**config.mk**
```make
export PLATFORM = sky130hd
export DESIGN_NAME = status_mode_registers
export DESIGN_NICKNAME = d
export VERILOG_FILES = /design/src/rtl/smr_pkg.sv /design/src/rtl/smr_irq_if.sv /design/src/rtl/smr_sync.sv /design/src/rtl/smr_irq.sv /design/src/rtl/status_mode_registers.sv
export VERILOG_INCLUDE_DIRS = /design/src /design/src/rtl
export SDC_FILE = /design/constraint.sdc
export NUM_CORES = 1
export LEC_CHECK = 0
export BUFFER_PORTS_ARGS = -buffer_cell sky130_fd_sc_hd__buf_2
export CAP_MARGIN = 40
export CORE_MARGIN = 3
export CORE_UTILIZATION = 53
export DETAILED_ROUTE_END_ITERATION = 7
export PLACE_DENSITY = 0.84
export SLEW_MARGIN = 25
export SYNTH_ARGS = -nofsm -noshare
export SYNTH_HDL_FRONTEND = slang
export SYNTH_SLANG_ARGS = --single-unit
```
**constraint.sdc**
```tcl
create_clock -name clock -period 1.5 [get_ports clock]
set_input_delay 0.225 -clock clock [delete_from_list [all_inputs] [get_ports clock]]
set_output_delay 0.225 -clock clock [all_outputs]
set_load 0.05 [all_outputs]
```
**src/rtl/smr_defs.svh**
```systemverilog
// Offsets, field positions, reset values and widths of the status and mode register bank
`ifndef SMR_DEFS_SVH
`define SMR_DEFS_SVH

// Register addresses on the internal register port
`define SMR_ADDR_STATUS   3'h0
`define SMR_ADDR_IRQ      3'h1
`define SMR_ADDR_MODE     3'h2

// Reset values
`define SMR_STATUS_RST    8'h00
`define SMR_MODE_RST      8'h00
`define SMR_IRQ_RST       8'h00

// Bits that exist; the others read as zero
`define SMR_STATUS_USED   8'hDF
`define SMR_IRQ_USED      8'hDD

// Field positions of the latched interrupt register; all but wake shared with status
`define SMR_B_THERMAL_SHUTDOWN_FLAG      7
`define SMR_B_WAKE        6
`define SMR_B_FAULT       4
`define SMR_B_SUPWARN     3
`define SMR_B_UVLO        2
`define SMR_B_OVERTEMP_WARNING       0

// Mode field positions
`define SMR_M_RST         7

// Synchroniser width and input positions
`define SMR_SYNC_W        10
`define SMR_I_THERMAL_SHUTDOWN_FLAG      0
`define SMR_I_AUX         1
`define SMR_I_FAULT       2
`define SMR_I_SUPWARN     3
`define SMR_I_UVLO        4
`define SMR_I_LINE        5
`define SMR_I_TEMPHI      6
`define SMR_I_TEMPLO      7
`define SMR_I_WAKE        8
`define SMR_I_IND1        9

`endif

```
**src/rtl/smr_pkg.sv**
```systemverilog
// Types of the status and mode register bank
package smr_pkg;

    // Operating control register, bit 7 down to bit 0
    typedef struct packed {
        logic rst;
        logic wakeupDetectOff;
        logic regulator3v3Off;
        logic serialMuxOn;
        logic supplyWarningIrqOn;
        logic rxFilterBypass;
        logic indicator2Level;
        logic indicator1Force;
    } smr_mode_t;

    // Live condition flags register, bit 7 down to bit 0
    typedef struct packed {
        logic thermalShutdownFlag;
        logic auxInputLevel;
        logic unused5;
        logic lineDriverFaultBit;
        logic supplyLowWarning;
        logic supplyUndervoltage;
        logic lineLevel;
        logic overtempWarning;
    } smr_status_t;

    // State of the register bank top
    typedef struct packed {
        smr_mode_t   mode;
        smr_status_t status;
        smr_status_t statusPrev;
        logic        wakePrev;
        logic [7:0]  rdata;
        logic        rvalid;
        logic        indicator1Out;
    } smr_top_state_t;

    // State of the synchroniser
    typedef struct packed {
        logic [9:0] stage1;
        logic [9:0] stage2;
    } smr_sync_state_t;

    // State of the interrupt latch
    typedef struct packed {
        logic [7:0] flags;
        logic       irqN;
    } smr_irq_state_t;

endpackage

```
**src/rtl/smr_irq_if.sv**
```systemverilog
// Connection between the register bank top and its interrupt latch
`timescale 1ns/1ns
`default_nettype none

interface smr_irq_if;
    logic [7:0] events;
    logic       clearAll;
    logic       suppress;
    logic [7:0] flags;
    logic       irqN;

    modport src   (output events, output clearAll, output suppress, input flags, input irqN);
    modport latch (input events, input clearAll, input suppress, output flags, output irqN);
endinterface

`default_nettype wire

```
**src/rtl/smr_sync.sv**
```systemverilog
// Two-stage synchroniser for the asynchronous condition inputs
`timescale 1ns/1ns
`default_nettype none
`include "smr_defs.svh"

module smr_sync (
    input  wire logic                   clock,
    input  wire logic                   rstn,
    input  wire logic [`SMR_SYNC_W-1:0] asyncIn,
    output logic      [`SMR_SYNC_W-1:0] syncOut
);
    smr_pkg::smr_sync_state_t st_d;
    smr_pkg::smr_sync_state_t st_q;

    // Stage 1 is only ever read by stage 2, to keep metastability contained
    always_comb begin
        st_d        = st_q;
        st_d.stage1 = asyncIn;
        st_d.stage2 = st_q.stage1;
    end

    always_ff @(posedge clock or negedge rstn) begin
        if (!rstn) begin
            st_q <= '0;
        end else begin
            st_q <= st_d;
        end
    end

    assign syncOut = st_q.stage2;
endmodule // smr_sync

`default_nettype wire

```
**src/rtl/smr_irq.sv**
```systemverilog
// Latched interrupt flags with read-to-clear and the active-low interrupt output
`timescale 1ns/1ns
`default_nettype none
`include "smr_defs.svh"

module smr_irq (
    input  wire logic clock,
    input  wire logic rstn,
    smr_irq_if.latch  irq
);
    smr_pkg::smr_irq_state_t st_d;
    smr_pkg::smr_irq_state_t st_q;
    logic [7:0]              flagNext;

    // Per flag: a new event beats a same-cycle read clear
    genvar i;
    generate
        for (i = 0; i < 8; i++) begin : gFlag
            assign flagNext[i] = irq.events[i] | (st_q.flags[i] & ~irq.clearAll);
        end
    endgenerate

    // Register reset wipes all flags and holds them off
    always_comb begin
        st_d = st_q;
        if (irq.suppress) begin
            st_d.flags = `SMR_IRQ_RST; // RL9 RL10
        end else begin
            st_d.flags = flagNext & `SMR_IRQ_USED; // RL19
        end
        st_d.irqN = ~(|st_d.flags); // RL19
    end

    always_ff @(posedge clock or negedge rstn) begin
        if (!rstn) begin
            st_q.flags <= `SMR_IRQ_RST;
            st_q.irqN  <= 1'b1;
        end else begin
            st_q <= st_d;
        end
    end

    assign irq.flags = st_q.flags;
    assign irq.irqN  = st_q.irqN;
endmodule // smr_irq

`default_nettype wire

```
**src/rtl/status_mode_registers.sv**
```systemverilog
// Status and mode registers of the sensor-line transceiver configuration bank
//
// Contract
// RL1: Bit 7 follows thermal shutdown state.
// RL2: Bit 6 is inverted auxiliary input level.
// RL3: Bit 4 follows line driver fault.
// RL4: Bit 3 follows supply low warning.
// RL5: Bit 2 follows supply undervoltage.
// RL6: Bit 1 is inverted line pin level.
// RL7: Bit 0 overtemp warning with hysteresis.
// RL8: Status read-only, zero at reset, bit5 zero.
// RL9: Mode reset bit restores defaults, clears status.
// RL10: No interrupts while reset bit is set.
// RL11: Mode bit 6 disables wake-up detection.
// RL12: Mode bit 5 turns regulator off.
// RL13: Mode bit 4 enables serial multiplexing.
// RL14: Mode bit 3 enables supply-warning interrupt.
// RL15: Mode bit 2 bypasses receive deglitch filter.
// RL16: Mode bit 1 sets indicator 2 level.
// RL17: Mode bit 0 forces indicator 1 high.
// RL18: Mode read/write, zero at reset, stable reads.
// RL19: Interrupt output low while flags; read clears.
// RL20: Wake-up sets flag unless detection disabled.
// RL21: Condition inputs pass two-stage synchroniser.
`timescale 1ns/1ns
`default_nettype none
`include "smr_defs.svh"

module status_mode_registers (
    input  wire logic       clock,
    input  wire logic       rstn,
    // Register port from the serial host interface
    input  wire logic [2:0] regAddr,
    input  wire logic       regWrite,
    input  wire logic       regRead,
    input  wire logic [7:0] regWdata,
    output logic      [7:0] regRdata,
    output logic            regRvalid,
    // Condition inputs from the analog side
    input  wire logic       thermalShutdown,
    input  wire logic       auxDigitalInput,
    input  wire logic       lineDriverFault,
    input  wire logic       supplyLowWarning,
    input  wire logic       supplyUndervoltage,
    input  wire logic       linePinLevel,
    input  wire logic       tempAboveWarn,
    input  wire logic       tempBelowHyst,
    input  wire logic       wakeupDetect,
    input  wire logic       indicator1Input,
    // Controls to the rest of the device
    output logic            wakeupDetectOff,
    output logic            regulator3v3Off,
    output logic            serialMuxOn,
    output logic            rxFilterBypass,
    output logic            indicator2Level,
    output logic            indicator1Out,
    output logic            faultIrqN
);
    smr_pkg::smr_top_state_t st_d;
    smr_pkg::smr_top_state_t st_q;

    logic [`SMR_SYNC_W-1:0] rawIn;
    logic [`SMR_SYNC_W-1:0] syncIn;
    logic [7:0]             riseVec;
    logic [7:0]             eventVec;
    logic                   irqRead;

    smr_irq_if irqBus ();

    // Address match, used for both read and write decode
    function automatic logic addrHit(input logic [2:0] addr, input logic [2:0] target);
        addrHit = (addr == target);
    endfunction

    // Read data selection; unmapped addresses answer zero
    function automatic logic [7:0] readMux(
        input logic [2:0]          addr,
        input smr_pkg::smr_status_t status,
        input smr_pkg::smr_mode_t   mode,
        input logic [7:0]          flags
    );
        readMux = 8'h00;
        if (addrHit(addr, `SMR_ADDR_STATUS)) begin
            readMux = status & `SMR_STATUS_USED; // RL8
        end else if (addrHit(addr, `SMR_ADDR_IRQ)) begin
            readMux = flags;
        end else if (addrHit(addr, `SMR_ADDR_MODE)) begin
            readMux = mode; // RL18
        end
    endfunction

    // Gather asynchronous inputs for the synchroniser; the two inverted levels
    // are flipped ahead of it so a cleared synchroniser reads as a zero status
    always_comb begin
        rawIn                    = '0;
        rawIn[`SMR_I_THERMAL_SHUTDOWN_FLAG]     = thermalShutdown;
        rawIn[`SMR_I_AUX]        = ~auxDigitalInput; // RL2
        rawIn[`SMR_I_FAULT]      = lineDriverFault;
        rawIn[`SMR_I_SUPWARN]    = supplyLowWarning;
        rawIn[`SMR_I_UVLO]       = supplyUndervoltage;
        rawIn[`SMR_I_LINE]       = ~linePinLevel; // RL6
        rawIn[`SMR_I_TEMPHI]     = tempAboveWarn;
        rawIn[`SMR_I_TEMPLO]     = tempBelowHyst;
        rawIn[`SMR_I_WAKE]       = wakeupDetect;
        rawIn[`SMR_I_IND1]       = indicator1Input;
    end

    smr_sync uSync (
        .clock   (clock),
        .rstn    (rstn),
        .asyncIn (rawIn),
        .syncOut (syncIn) // RL21
    );

    // Rising edges of the registered status flags; those of bits 7, 4, 3, 2 and 0 are interrupt sources
    assign riseVec = st_q.status & ~st_q.statusPrev;

    // Interrupt sources; all edges but wake are taken from registered flags so a glitch on
    // the raw pin cannot fire those events without also showing in status; wake uses the synchronised input
    always_comb begin
        eventVec                 = 8'h00;
        eventVec[`SMR_B_THERMAL_SHUTDOWN_FLAG]  = riseVec[`SMR_B_THERMAL_SHUTDOWN_FLAG];
        eventVec[`SMR_B_FAULT]   = riseVec[`SMR_B_FAULT];
        eventVec[`SMR_B_UVLO]    = riseVec[`SMR_B_UVLO];
        eventVec[`SMR_B_OVERTEMP_WARNING]   = riseVec[`SMR_B_OVERTEMP_WARNING];
        eventVec[`SMR_B_SUPWARN] = riseVec[`SMR_B_SUPWARN]
                                   & st_q.mode.supplyWarningIrqOn; // RL14
        eventVec[`SMR_B_WAKE]    = syncIn[`SMR_I_WAKE] & ~st_q.wakePrev
                                   & ~st_q.mode.wakeupDetectOff; // RL11 RL20
    end

    // Reading the latched flags clears them
    assign irqRead = regRead & addrHit(regAddr, `SMR_ADDR_IRQ); // RL19

    assign irqBus.events   = eventVec;
    assign irqBus.clearAll = irqRead;
    assign irqBus.suppress = st_q.mode.rst; // RL10

    smr_irq uIrq (
        .clock (clock),
        .rstn  (rstn),
        .irq   (irqBus)
    );

    // Next state of the bank
    always_comb begin
        st_d        = st_q;
        st_d.rvalid = 1'b0;

        // Live flags follow the synchronised conditions
        st_d.status.thermalShutdownFlag = syncIn[`SMR_I_THERMAL_SHUTDOWN_FLAG]; // RL1
        st_d.status.auxInputLevel       = syncIn[`SMR_I_AUX]; // RL2
        st_d.status.unused5             = 1'b0; // RL8
        st_d.status.lineDriverFaultBit  = syncIn[`SMR_I_FAULT]; // RL3
        st_d.status.supplyLowWarning    = syncIn[`SMR_I_SUPWARN]; // RL4
        st_d.status.supplyUndervoltage  = syncIn[`SMR_I_UVLO]; // RL5
        st_d.status.lineLevel           = syncIn[`SMR_I_LINE]; // RL6

        // Warning sets above the threshold and only clears below the lower one
        if (syncIn[`SMR_I_TEMPHI]) begin
            st_d.status.overtempWarning = 1'b1; // RL7
        end else if (syncIn[`SMR_I_TEMPLO]) begin
            st_d.status.overtempWarning = 1'b0; // RL7
        end

        // Register reset holds the status cleared
        if (st_q.mode.rst) begin
            st_d.status = `SMR_STATUS_RST; // RL9
        end
        st_d.statusPrev = st_q.status;
        st_d.wakePrev   = syncIn[`SMR_I_WAKE];

        // Mode write; the reset bit wipes every other field while it is held
        if (regWrite && addrHit(regAddr, `SMR_ADDR_MODE)) begin
            if (regWdata[`SMR_M_RST]) begin
                st_d.mode     = `SMR_MODE_RST; // RL9
                st_d.mode.rst = 1'b1;
            end else begin
                st_d.mode = regWdata; // RL18
            end
        end else if (st_q.mode.rst) begin
            st_d.mode     = `SMR_MODE_RST;
            st_d.mode.rst = 1'b1;
        end

        // Reads return registered data one cycle later and change nothing here
        if (regRead) begin
            st_d.rdata  = readMux(regAddr, st_q.status, st_q.mode, irqBus.flags); // RL8 RL18
            st_d.rvalid = 1'b1;
        end

        // Indicator 1 is forced high or follows its input pin
        st_d.indicator1Out = st_q.mode.indicator1Force | syncIn[`SMR_I_IND1]; // RL17
    end

    // State register
    always_ff @(posedge clock or negedge rstn) begin
        if (!rstn) begin
            st_q.mode          <= `SMR_MODE_RST;
            st_q.status        <= `SMR_STATUS_RST;
            st_q.statusPrev    <= `SMR_STATUS_RST;
            st_q.wakePrev      <= 1'b0;
            st_q.rdata         <= 8'h00;
            st_q.rvalid        <= 1'b0;
            st_q.indicator1Out <= 1'b0;
        end else begin
            st_q <= st_d;
        end
    end

    // Outputs straight from the flip-flops
    assign regRdata        = st_q.rdata;
    assign regRvalid       = st_q.rvalid;
    assign wakeupDetectOff = st_q.mode.wakeupDetectOff; // RL11
    assign regulator3v3Off = st_q.mode.regulator3v3Off; // RL12
    assign serialMuxOn     = st_q.mode.serialMuxOn; // RL13
    assign rxFilterBypass  = st_q.mode.rxFilterBypass; // RL15
    assign indicator2Level = st_q.mode.indicator2Level; // RL16
    assign indicator1Out   = st_q.indicator1Out;
    assign faultIrqN       = irqBus.irqN; // RL19
endmodule // status_mode_registers

`default_nettype wire

```
==> flow_summary_export.csv, run 1 <==
group,metric,value,unit
timing,clock_skew,0.01250,ns
logic_synthesis,ys_seq_area_share,71.05,%
logic_synthesis,synthCells,157,
grt,grt_pass1_vias,1390,
grt,grtUsageMet3,7.061,%
timing,holdWs,0.04051,ns
setup_path,worstPathRequired,1.27,ns
setup_path,crit_end,"faultIrqN",
cells_and_area,postLayoutCellArea,2566,µm²
setup_path,start_kind,"flip-flop",
cells_and_area,n_fill_cell,237,
power,ir_worst_vdd,0.001159,V
clock_network,cts_buffers,9,
floorplan,rows,21,
route,vias,1356,
setup_path,slowest_delay,0.51,ns
floorplan,start_util,58.07,%
floorplan,ioPinCount,41,
grt,antenna_found_initial,0,
route,dr.pass1.iters,4,
min_path,hp-start,"linePinLevel",
logic_synthesis,ys_warn_count,0,
timing,period_share,87.04,%
route,drc,0,
timing,fmax,765.9,MHz
timing,finalSetupTns,0,ns
route,vias_per_cell,5.195,
cells_and_area,syn2layout_area_growth,25.52,%
logic_synthesis,synth_area_leader_cell,"dfrtp_1",
timing,hold_violations,0,
floorplan,chipHeight,68.11,µm
grt,overflow,0,
logic_synthesis,synth_area_leaders,"dfrtp_1 70%, mux2i_1 3.4%, nor2b_1 3.4%, buf_4 3.3%, a22o_1 3.0%",
logic_synthesis,synthSimpleGateAreaFrac,9.670,%
cells_and_area,instances_no_fill,261,
cells_and_area,multi_input_area,465.4,µm²
route,dr.first_iter.drc_count,80,
logic_synthesis,synth_top_family_by_area,"compound AO/OA/AOI/OAI gates",
logic_synthesis,syn-num-nets,182,
route,route.antenna.remaining_nets,0,
setup_path,cp_max_fo,1,
grt,grt_busiest_layer,"met2",
run,maxCapViolations,0,
logic_synthesis,ys_types,25,
setup_path,crit_type,"reg2out",
grt,use_met1,21.65,%
route,routed_wl,3827,µm
clock_network,postCtsSetupBuffers,0,
cells_and_area,antennaDiodeCount,0,
clock_network,clock_tree.root_cell,"clkbuf_8",
setup_path,endpoint_kind,"primary output",
clock_network,cts_resized,0,
setup_path,r2r_slack,0.29,ns
logic_synthesis,yosysTopAreaCellShare,69.77,%
cells_and_area,final_cell_mix,"57 x dfrtp_1, 40 x buf_2, 16 x nor2_1",
place,place_inst,236,
power,p_leak,1.273,nW
place,gp_congestion,0.8916,
route,wire_per_inst,14.66,µm
timing,fin_crit,1.306,ns
setup_path,worstRegToRegCells,2,
logic_synthesis,synthAdderAreaFrac,0,%
min_path,min_path_type,"in2reg",
timing,slew_headroom,55.61,%
setup_path,slowest_stage,"dfstp_2",
grt,grt_usage,19.51,%
place,post_dp_cell_area,2275,µm²
logic_synthesis,syn_area,2044,µm²
clock_network,insertion_delay,0.33,ns
logic_synthesis,ys_ff_latch,58,
clock_network,cts_sinks,58,
setup_path,path_buf_inv,1,
cells_and_area,mostFrequentLayoutCell,"dfrtp_1",
floorplan,fp.coreArea,3521,µm²
timing,tightest_slew,0.6628,ns
timing,slew_violations,0,
logic_synthesis,synth_compound_area_share,9.670,%
clock_network,cts_max_path_buffers,2,
clock_network,htreeDepth,3,
setup_path,arrival,1.08,ns
floorplan,die-area,4639,µm²
setup_path,worst-path-stages,1,
setup_path,crit_start,"uIrq.irq.irqN",
logic_synthesis,muxShareOfSynthArea,3.427,%
floorplan,die_w,68.11,µm
setup_path,crit_chain,"buf_2",
clock_network,clkTransAtPathRegs,0.06,ns
grt,met2_usage,32.61,%
outcome,status,"finished clean",
cells_and_area,layout.nets,235,
logic_synthesis,synth-xor-area-share,0,%
setup_path,crit_family,"flip-flops",
place,dp_hpwl,2562,µm
power,power.density,1405,nW/µm²
place,io_buffer_count,40,
setup_path,rr_endpoint,"st_q[30]",
timing,rsz0062_at_grt,"false",
timing,setup_viol,0,
setup_path,reg2reg_from,"irqBus.suppress",
grt,grt_max_degree,29,
cells_and_area,utilization,72.89,%
cells_and_area,drive_gt1_share,30.23,%
cells_and_area,seqCellArea,1453,µm²
clock_network,cts_tree,"yes",
grt,grt_pass1_wl,6251,µm
logic_synthesis,avgSynthCellArea,13.02,µm²
-- per-stage QoR --
stage / worst slack [ns] / power, mW
2_1_floorplan: 0.2765 / 2.074
3_3_place_gp: 0.1208 / 2.198
3_5_place_dp: 0.05354 / 2.221
4_1_cts: 0.1729 / 3.639
5_1_grt: 0.1488 / 3.775
6_report: 0.1943 / 3.606
-- worst min-delay path by stage --
stage,endpoint,depth (start not counted)
global placement,uIrq.irq.flags[4],1
finish,uSync.st_d[5],2
floorplan,indicator1Out,0
CTS,uSync.st_d[1],2
detailed placement,regRdata[4],1
global route,uSync.st_d[5],2
-- registers in the layout, summed over array words and instances, names as in the netlist --
register	count
uSync.st_d	10
serialMuxOn	1
uIrq.irq.flags	6
indicator1Out	1
regRdata	8
indicator2Level	1
st_d	7
regulator3v3Off	1
uSync.syncOut	10
uIrq.irq.irqN	1
irqBus.suppress	1
regRvalid	1
wakeupDetectOff	1
st_q	8
rxFilterBypass	1
-- timing repair --
action,CTS,global route
hold endpoints to repair,24,0
hold buffers,9,0
setup endpoints to repair,0,0
-- kinds of logic (layout without fill, tap and decap cells) --
group / Yosys count / after routing
buf+inv: 24 / 82
compound gates: 31 / 31
simple gates: 37 / 37
mux: 7 / 7
flops: 58 / 58
-- area by class of cell --
cell class	instances	area share, %
Clock inverter	1	0.1950
Inverter	11	1.609
Tap cell	46	2.243
Clock buffer	15	7.655
Sequential cell	58	56.61
Multi-Input combinational cell	75	18.14
Timing Repair Buffer	55	13.55
-- report_power, final --
group          internal, mW  total [mW]  switching (mW)
clock network         0.824        1.40           0.571
registers              1.70        1.76          0.0600
logic                 0.158       0.451           0.293
total                  2.68        3.61           0.923
-- per-layer routing --
metal  part of all wire (%)  vias to the layer above
li1                       -                      626
met1                     40                      669
met2                     52                       53
met3                    6.7                        8
met4                    1.8                        0
met5                      0                        -
-- cells in the mapped netlist --
library cell  instances
dfrtp_1              57
nor2_1               16
a21oi_1              12
inv_1                11
nor2b_1              11
buf_4                 9
a22o_1                7
mux2i_1               7
o22ai_1               7
a31oi_1               2
buf_2                 2
clkbuf_1              2
nand2_1               2
a22oi_1               1
dfstp_2               1
nand2b_1              1
nand3_1               1
nand3b_1              1
nand4_1               1
nand4bb_1             1
nor2_2                1
nor4_2                1
o21ai_0               1
o31ai_1               1
or2_2                 1
Power figures use the tool's default switching activity.
==> inputs of run 2 (changes only) <==
--- a/config.mk
+++ b/config.mk
@@ -10,6 +10,7 @@
 export CAP_MARGIN = 40
 export CORE_MARGIN = 3
 export CORE_UTILIZATION = 53
+export CTS_BUF_LIST = sky130_fd_sc_hd__clkbuf_4 sky130_fd_sc_hd__clkbuf_8 sky130_fd_sc_hd__clkbuf_16
 export DETAILED_ROUTE_END_ITERATION = 7
 export PLACE_DENSITY = 0.84
 export SLEW_MARGIN = 25
==> flow_summary_export.csv, run 2 (synthesis results as in run 1) <==
group,metric,value,unit
setup_path,path_buf_inv,1,
route,vias,1356,
clock_network,cts_resized,0,
setup_path,arrival,1.08,ns
setup_path,crit_family,"flip-flops",
grt,grt_max_degree,29,
route,route.antenna.remaining_nets,0,
timing,hold_violations,0,
setup_path,endpoint_kind,"primary output",
floorplan,die_w,68.11,µm
setup_path,crit_start,"uIrq.irq.irqN",
setup_path,crit_chain,"buf_2",
floorplan,chipHeight,68.11,µm
timing,setup_viol,0,
timing,finalSetupTns,0,ns
place,gp_congestion,0.8916,
setup_path,crit_type,"reg2out",
grt,grt_pass1_vias,1363,
clock_network,insertion_delay,0.32,ns
timing,fmax,764.7,MHz
route,dr.first_iter.drc_count,97,
power,p_leak,1.277,nW
timing,slew_headroom,56.00,%
setup_path,reg2reg_from,"irqBus.suppress",
floorplan,die-area,4639,µm²
place,io_buffer_count,40,
floorplan,fp.coreArea,3521,µm²
run,maxCapViolations,0,
min_path,min_path_type,"in2reg",
route,routed_wl,3922,µm
timing,fin_crit,1.308,ns
grt,antenna_found_initial,0,
clock_network,cts_buffers,9,
timing,slew_violations,0,
timing,rsz0062_at_grt,"false",
clock_network,cts_max_path_buffers,2,
grt,grt_pass1_wl,6396,µm
setup_path,cp_max_fo,1,
setup_path,worstPathRequired,1.27,ns
floorplan,rows,21,
timing,clock_skew,0.009876,ns
cells_and_area,mostFrequentLayoutCell,"dfrtp_1",
place,dp_hpwl,2562,µm
clock_network,cts_sinks,58,
clock_network,cts_tree,"yes",
grt,grt_usage,19.98,%
timing,tightest_slew,0.6569,ns
setup_path,start_kind,"flip-flop",
setup_path,rr_endpoint,"st_q[30]",
setup_path,r2r_slack,0.30,ns
cells_and_area,utilization,72.99,%
setup_path,slowest_delay,0.51,ns
power,ir_worst_vdd,0.001158,V
route,drc,0,
cells_and_area,drive_gt1_share,30.70,%
setup_path,worstRegToRegCells,2,
clock_network,clkTransAtPathRegs,0.07,ns
setup_path,crit_end,"faultIrqN",
cells_and_area,n_fill_cell,236,
setup_path,worst-path-stages,1,
floorplan,ioPinCount,41,
clock_network,clock_tree.root_cell,"clkbuf_8",
floorplan,start_util,58.07,%
clock_network,htreeDepth,3,
setup_path,slowest_stage,"dfstp_2",
route,dr.pass1.iters,4,
power,power.density,1412,nW/µm²
cells_and_area,layout.nets,235,
grt,overflow,0,
timing,period_share,87.18,%
outcome,status,"finished clean",
cells_and_area,final_cell_mix,"57 x dfrtp_1, 40 x buf_2, 16 x nor2_1",
route,vias_per_cell,5.195,
cells_and_area,syn2layout_area_growth,25.70,%
cells_and_area,antennaDiodeCount,0,
clock_network,postCtsSetupBuffers,0,
route,wire_per_inst,15.03,µm
[run 2: changes by cell type in the layout (fill, tap and decap cells not counted)]
cell      delta
clkbuf_1     -1
clkbuf_4     +1
[run 2: worst min-delay path by stage]
stage                                   end            start  slack [ns]  depth (start not counted)
after CTS                     uSync.st_d[1]  auxDigitalInput        0.02                          2
after detailed placement        regRdata[4]             rstn        0.19                          1
after global routing          uSync.st_d[5]     linePinLevel        0.04                          2
after global placement    uIrq.irq.flags[4]             rstn        0.19                          1
final                         uSync.st_d[5]     linePinLevel        0.04                          2
after floorplan               indicator1Out             rstn       -0.07                          0
[run 2: area by class of cell]
cell class	instances	area (µm²)	area share, %
Timing Repair Buffer	55	347.8	13.53
Clock buffer	15	200.2	7.790
Inverter	11	41.29	1.607
Clock inverter	1	5.005	0.1947
Multi-Input combinational cell	75	465.4	18.11
Sequential cell	58	1453	56.52
Tap cell	46	57.56	2.240
[run 2: through the flow]
step	power, mW	cells	setup WS, ns	hold slack [ns]	area (µm²)
3_5_place_dp	2.221	236	0.05354	0.1915	2275
3_3_place_gp	2.198	236	0.1208	0.1865	2275
4_1_cts	3.661	261	0.1723	0.01557	2570
2_1_floorplan	2.074	157	0.2765	-0.07059	2044
5_1_grt	3.801	261	0.1505	0.03648	2570
6_report	3.628	261	0.1923	0.04049	2570
[run 2: power by group]
group | leakage (nW) | internal, mW | total, mW | switching [mW]
Combinational | 0.432 | 0.158 | 0.453 | 0.295
Clock | 0.109 | 0.842 | 1.41 | 0.570
Sequential | 0.735 | 1.70 | 1.76 | 0.0617
Total | 1.28 | 2.70 | 3.63 | 0.927
[run 2: per-layer routing]
layer  up-vias  track usage, %  routed length (µm)
met5         -               0                   0
met4         0           7.692                  45
met3         4           7.225                 291
met2        57           33.81                2037
met1       672           23.13                1548
li1        623               -                   -
[run 2: what timing repair did]
item	CTS	global route
hold buffers	9	0
setup endpoints to repair	0	0
hold endpoints to repair	24	0
==> inputs of run 3 (changes only) <==
==> constraint.sdc (replaced) <==
create_clock -name clock -period 1.5 [get_ports clock]
set_input_delay 0.15 -clock clock [delete_from_list [all_inputs] [get_ports clock]]
set_output_delay 0.15 -clock clock [all_outputs]
set_load 0.05 [all_outputs]
==> flow_summary_export.csv, run 3 (synthesis results as in run 1) <==
group,metric,value,unit
outcome,status,"finished clean",
timing,clock_skew,0.005519,ns
route,vias,1346,
grt,grt_pass1_wl,6541,µm
route,drc,0,
timing,hold_violations,0,
setup_path,endpoint_kind,"primary output",
grt,met2_usage,33.94,%
setup_path,crit_type,"reg2out",
place,place_inst,233,
grt,antenna_found_initial,0,
clock_network,htreeDepth,3,
setup_path,cp_max_fo,1,
power,p_leak,1.277,nW
floorplan,chipHeight,68.11,µm
cells_and_area,seqCellArea,1453,µm²
cells_and_area,multi_input_area,465.4,µm²
clock_network,clock_tree.root_cell,"clkbuf_8",
floorplan,fp.coreArea,3521,µm²
floorplan,ioPinCount,41,
place,gp_congestion,0.9185,
place,dp_hpwl,2774,µm
timing,fmax,802.8,MHz
grt,grt_usage,20.72,%
clock_network,cts_sinks,58,
clock_network,cts_max_path_buffers,2,
timing,period_share,83.04,%
min_path,min_path_type,"in2reg",
cells_and_area,mostFrequentLayoutCell,"dfrtp_1",
clock_network,clkTransAtPathRegs,0.07,ns
cells_and_area,layout.nets,234,
timing,setup_viol,0,
cells_and_area,drive_gt1_share,29.44,%
setup_path,r2r_slack,0.26,ns
timing,tightest_slew,0.6980,ns
cells_and_area,n_fill_cell,234,
run,maxCapViolations,0,
route,routed_wl,4042,µm
power,finalPower,3.773,mW
cells_and_area,instances_no_fill,260,
cells_and_area,antennaDiodeCount,0,
place,io_buffer_count,40,
timing,finalSetupTns,0,ns
floorplan,die-area,4639,µm²
timing,rsz0062_at_grt,"false",
setup_path,arrival,1.10,ns
grt,grtUsageMet3,5.090,%
setup_path,worstPathRequired,1.35,ns
grt,overflow,0,
timing,slew_violations,0,
setup_path,crit_family,"flip-flops",
floorplan,start_util,58.07,%
power,ir_worst_vdd,0.001104,V
timing,fin_crit,1.246,ns
cells_and_area,syn2layout_area_growth,26.19,%
floorplan,rows,21,
setup_path,start_kind,"flip-flop",
grt,grt_busiest_layer,"met2",
route,wire_per_inst,15.55,µm
timing,slew_headroom,53.25,%
floorplan,die_w,68.11,µm
power,power.density,1462,nW/µm²
route,dr.first_iter.drc_count,121,
setup_path,path_buf_inv,1,
clock_network,cts_tree,"yes",
setup_path,slowest_delay,0.52,ns
route,route.antenna.remaining_nets,0,
grt,use_met1,23.09,%
setup_path,crit_chain,"buf_2",
route,dr.pass1.iters,4,
route,vias_per_cell,5.177,
grt,grt_max_degree,45,
clock_network,cts_buffers,9,
clock_network,insertion_delay,0.32,ns
grt,grt_pass1_vias,1400,
setup_path,slowest_stage,"dfstp_2",
cells_and_area,final_cell_mix,"57 x dfrtp_1, 40 x buf_2, 16 x nor2_1",
run 3: through the flow:
stage / setup WS (ns) / util, % / hold WS (ns) / instance area, µm²
final: 0.2544 / 73.28 / 0.04267 / 2580
after global routing: 0.1978 / 73.28 / 0.04151 / 2580
after CTS: 0.2330 / 73.28 / 0.03125 / 2580
after detailed placement: 0.1509 / 63.97 / 0.09637 / 2252
after global placement: 0.1767 / 63.97 / 0.08081 / 2252
after floorplan: 0.2765 / - / -0.1456 / 2044
run 3: area by class of cell:
class                      instances  area share, %
clock buffer                      10          5.335
clock inverter                     6          3.104
inverter                          11          1.600
multi-input combinational         75          18.04
sequential                        58          56.30
tap                               46          2.231
timing repair buffer              54          13.39
run 3: metal layers:
layer / up-vias / wire, µm
li1: 626 / -
met1: 658 / 1560
met2: 51 / 2102
met3: 11 / 224
met4: 0 / 154
met5: - / 0
run 3: worst paths after layout:
check                           cells after the start            start               end
worst max-delay path                                1    uIrq.irq.irqN         faultIrqN
worst min register to register                      0    uSync.st_d[2]  uSync.syncOut[2]
max in group asynchronous                           3             rstn     uIrq.irq.irqN
worst min-delay path                                2      regWdata[2]    rxFilterBypass
min in group asynchronous                           2             rstn       regRdata[4]
worst max register to register                      2  irqBus.suppress       serialMuxOn
run 3: report_power, final:
group          total (mW)  internal (mW)  switching, mW
clock network        1.56          0.968          0.588
logic               0.455          0.157          0.298
registers            1.76           1.70         0.0621
run 3: worst reg2reg max path, stage by stage (launching register included):
cell and delay [ns]:
dfrtp_1 0.37, a31oi_1 0.53, a22o_1 0.27
run 3: what timing repair did:
| action | CTS | global route |
|---|---|---|
| hold buffers | 11 | 0 |
| setup buffers | 0 | 0 |
| hold endpoints to repair | 24 | 0 |
| resized for setup | 0 | 0 |
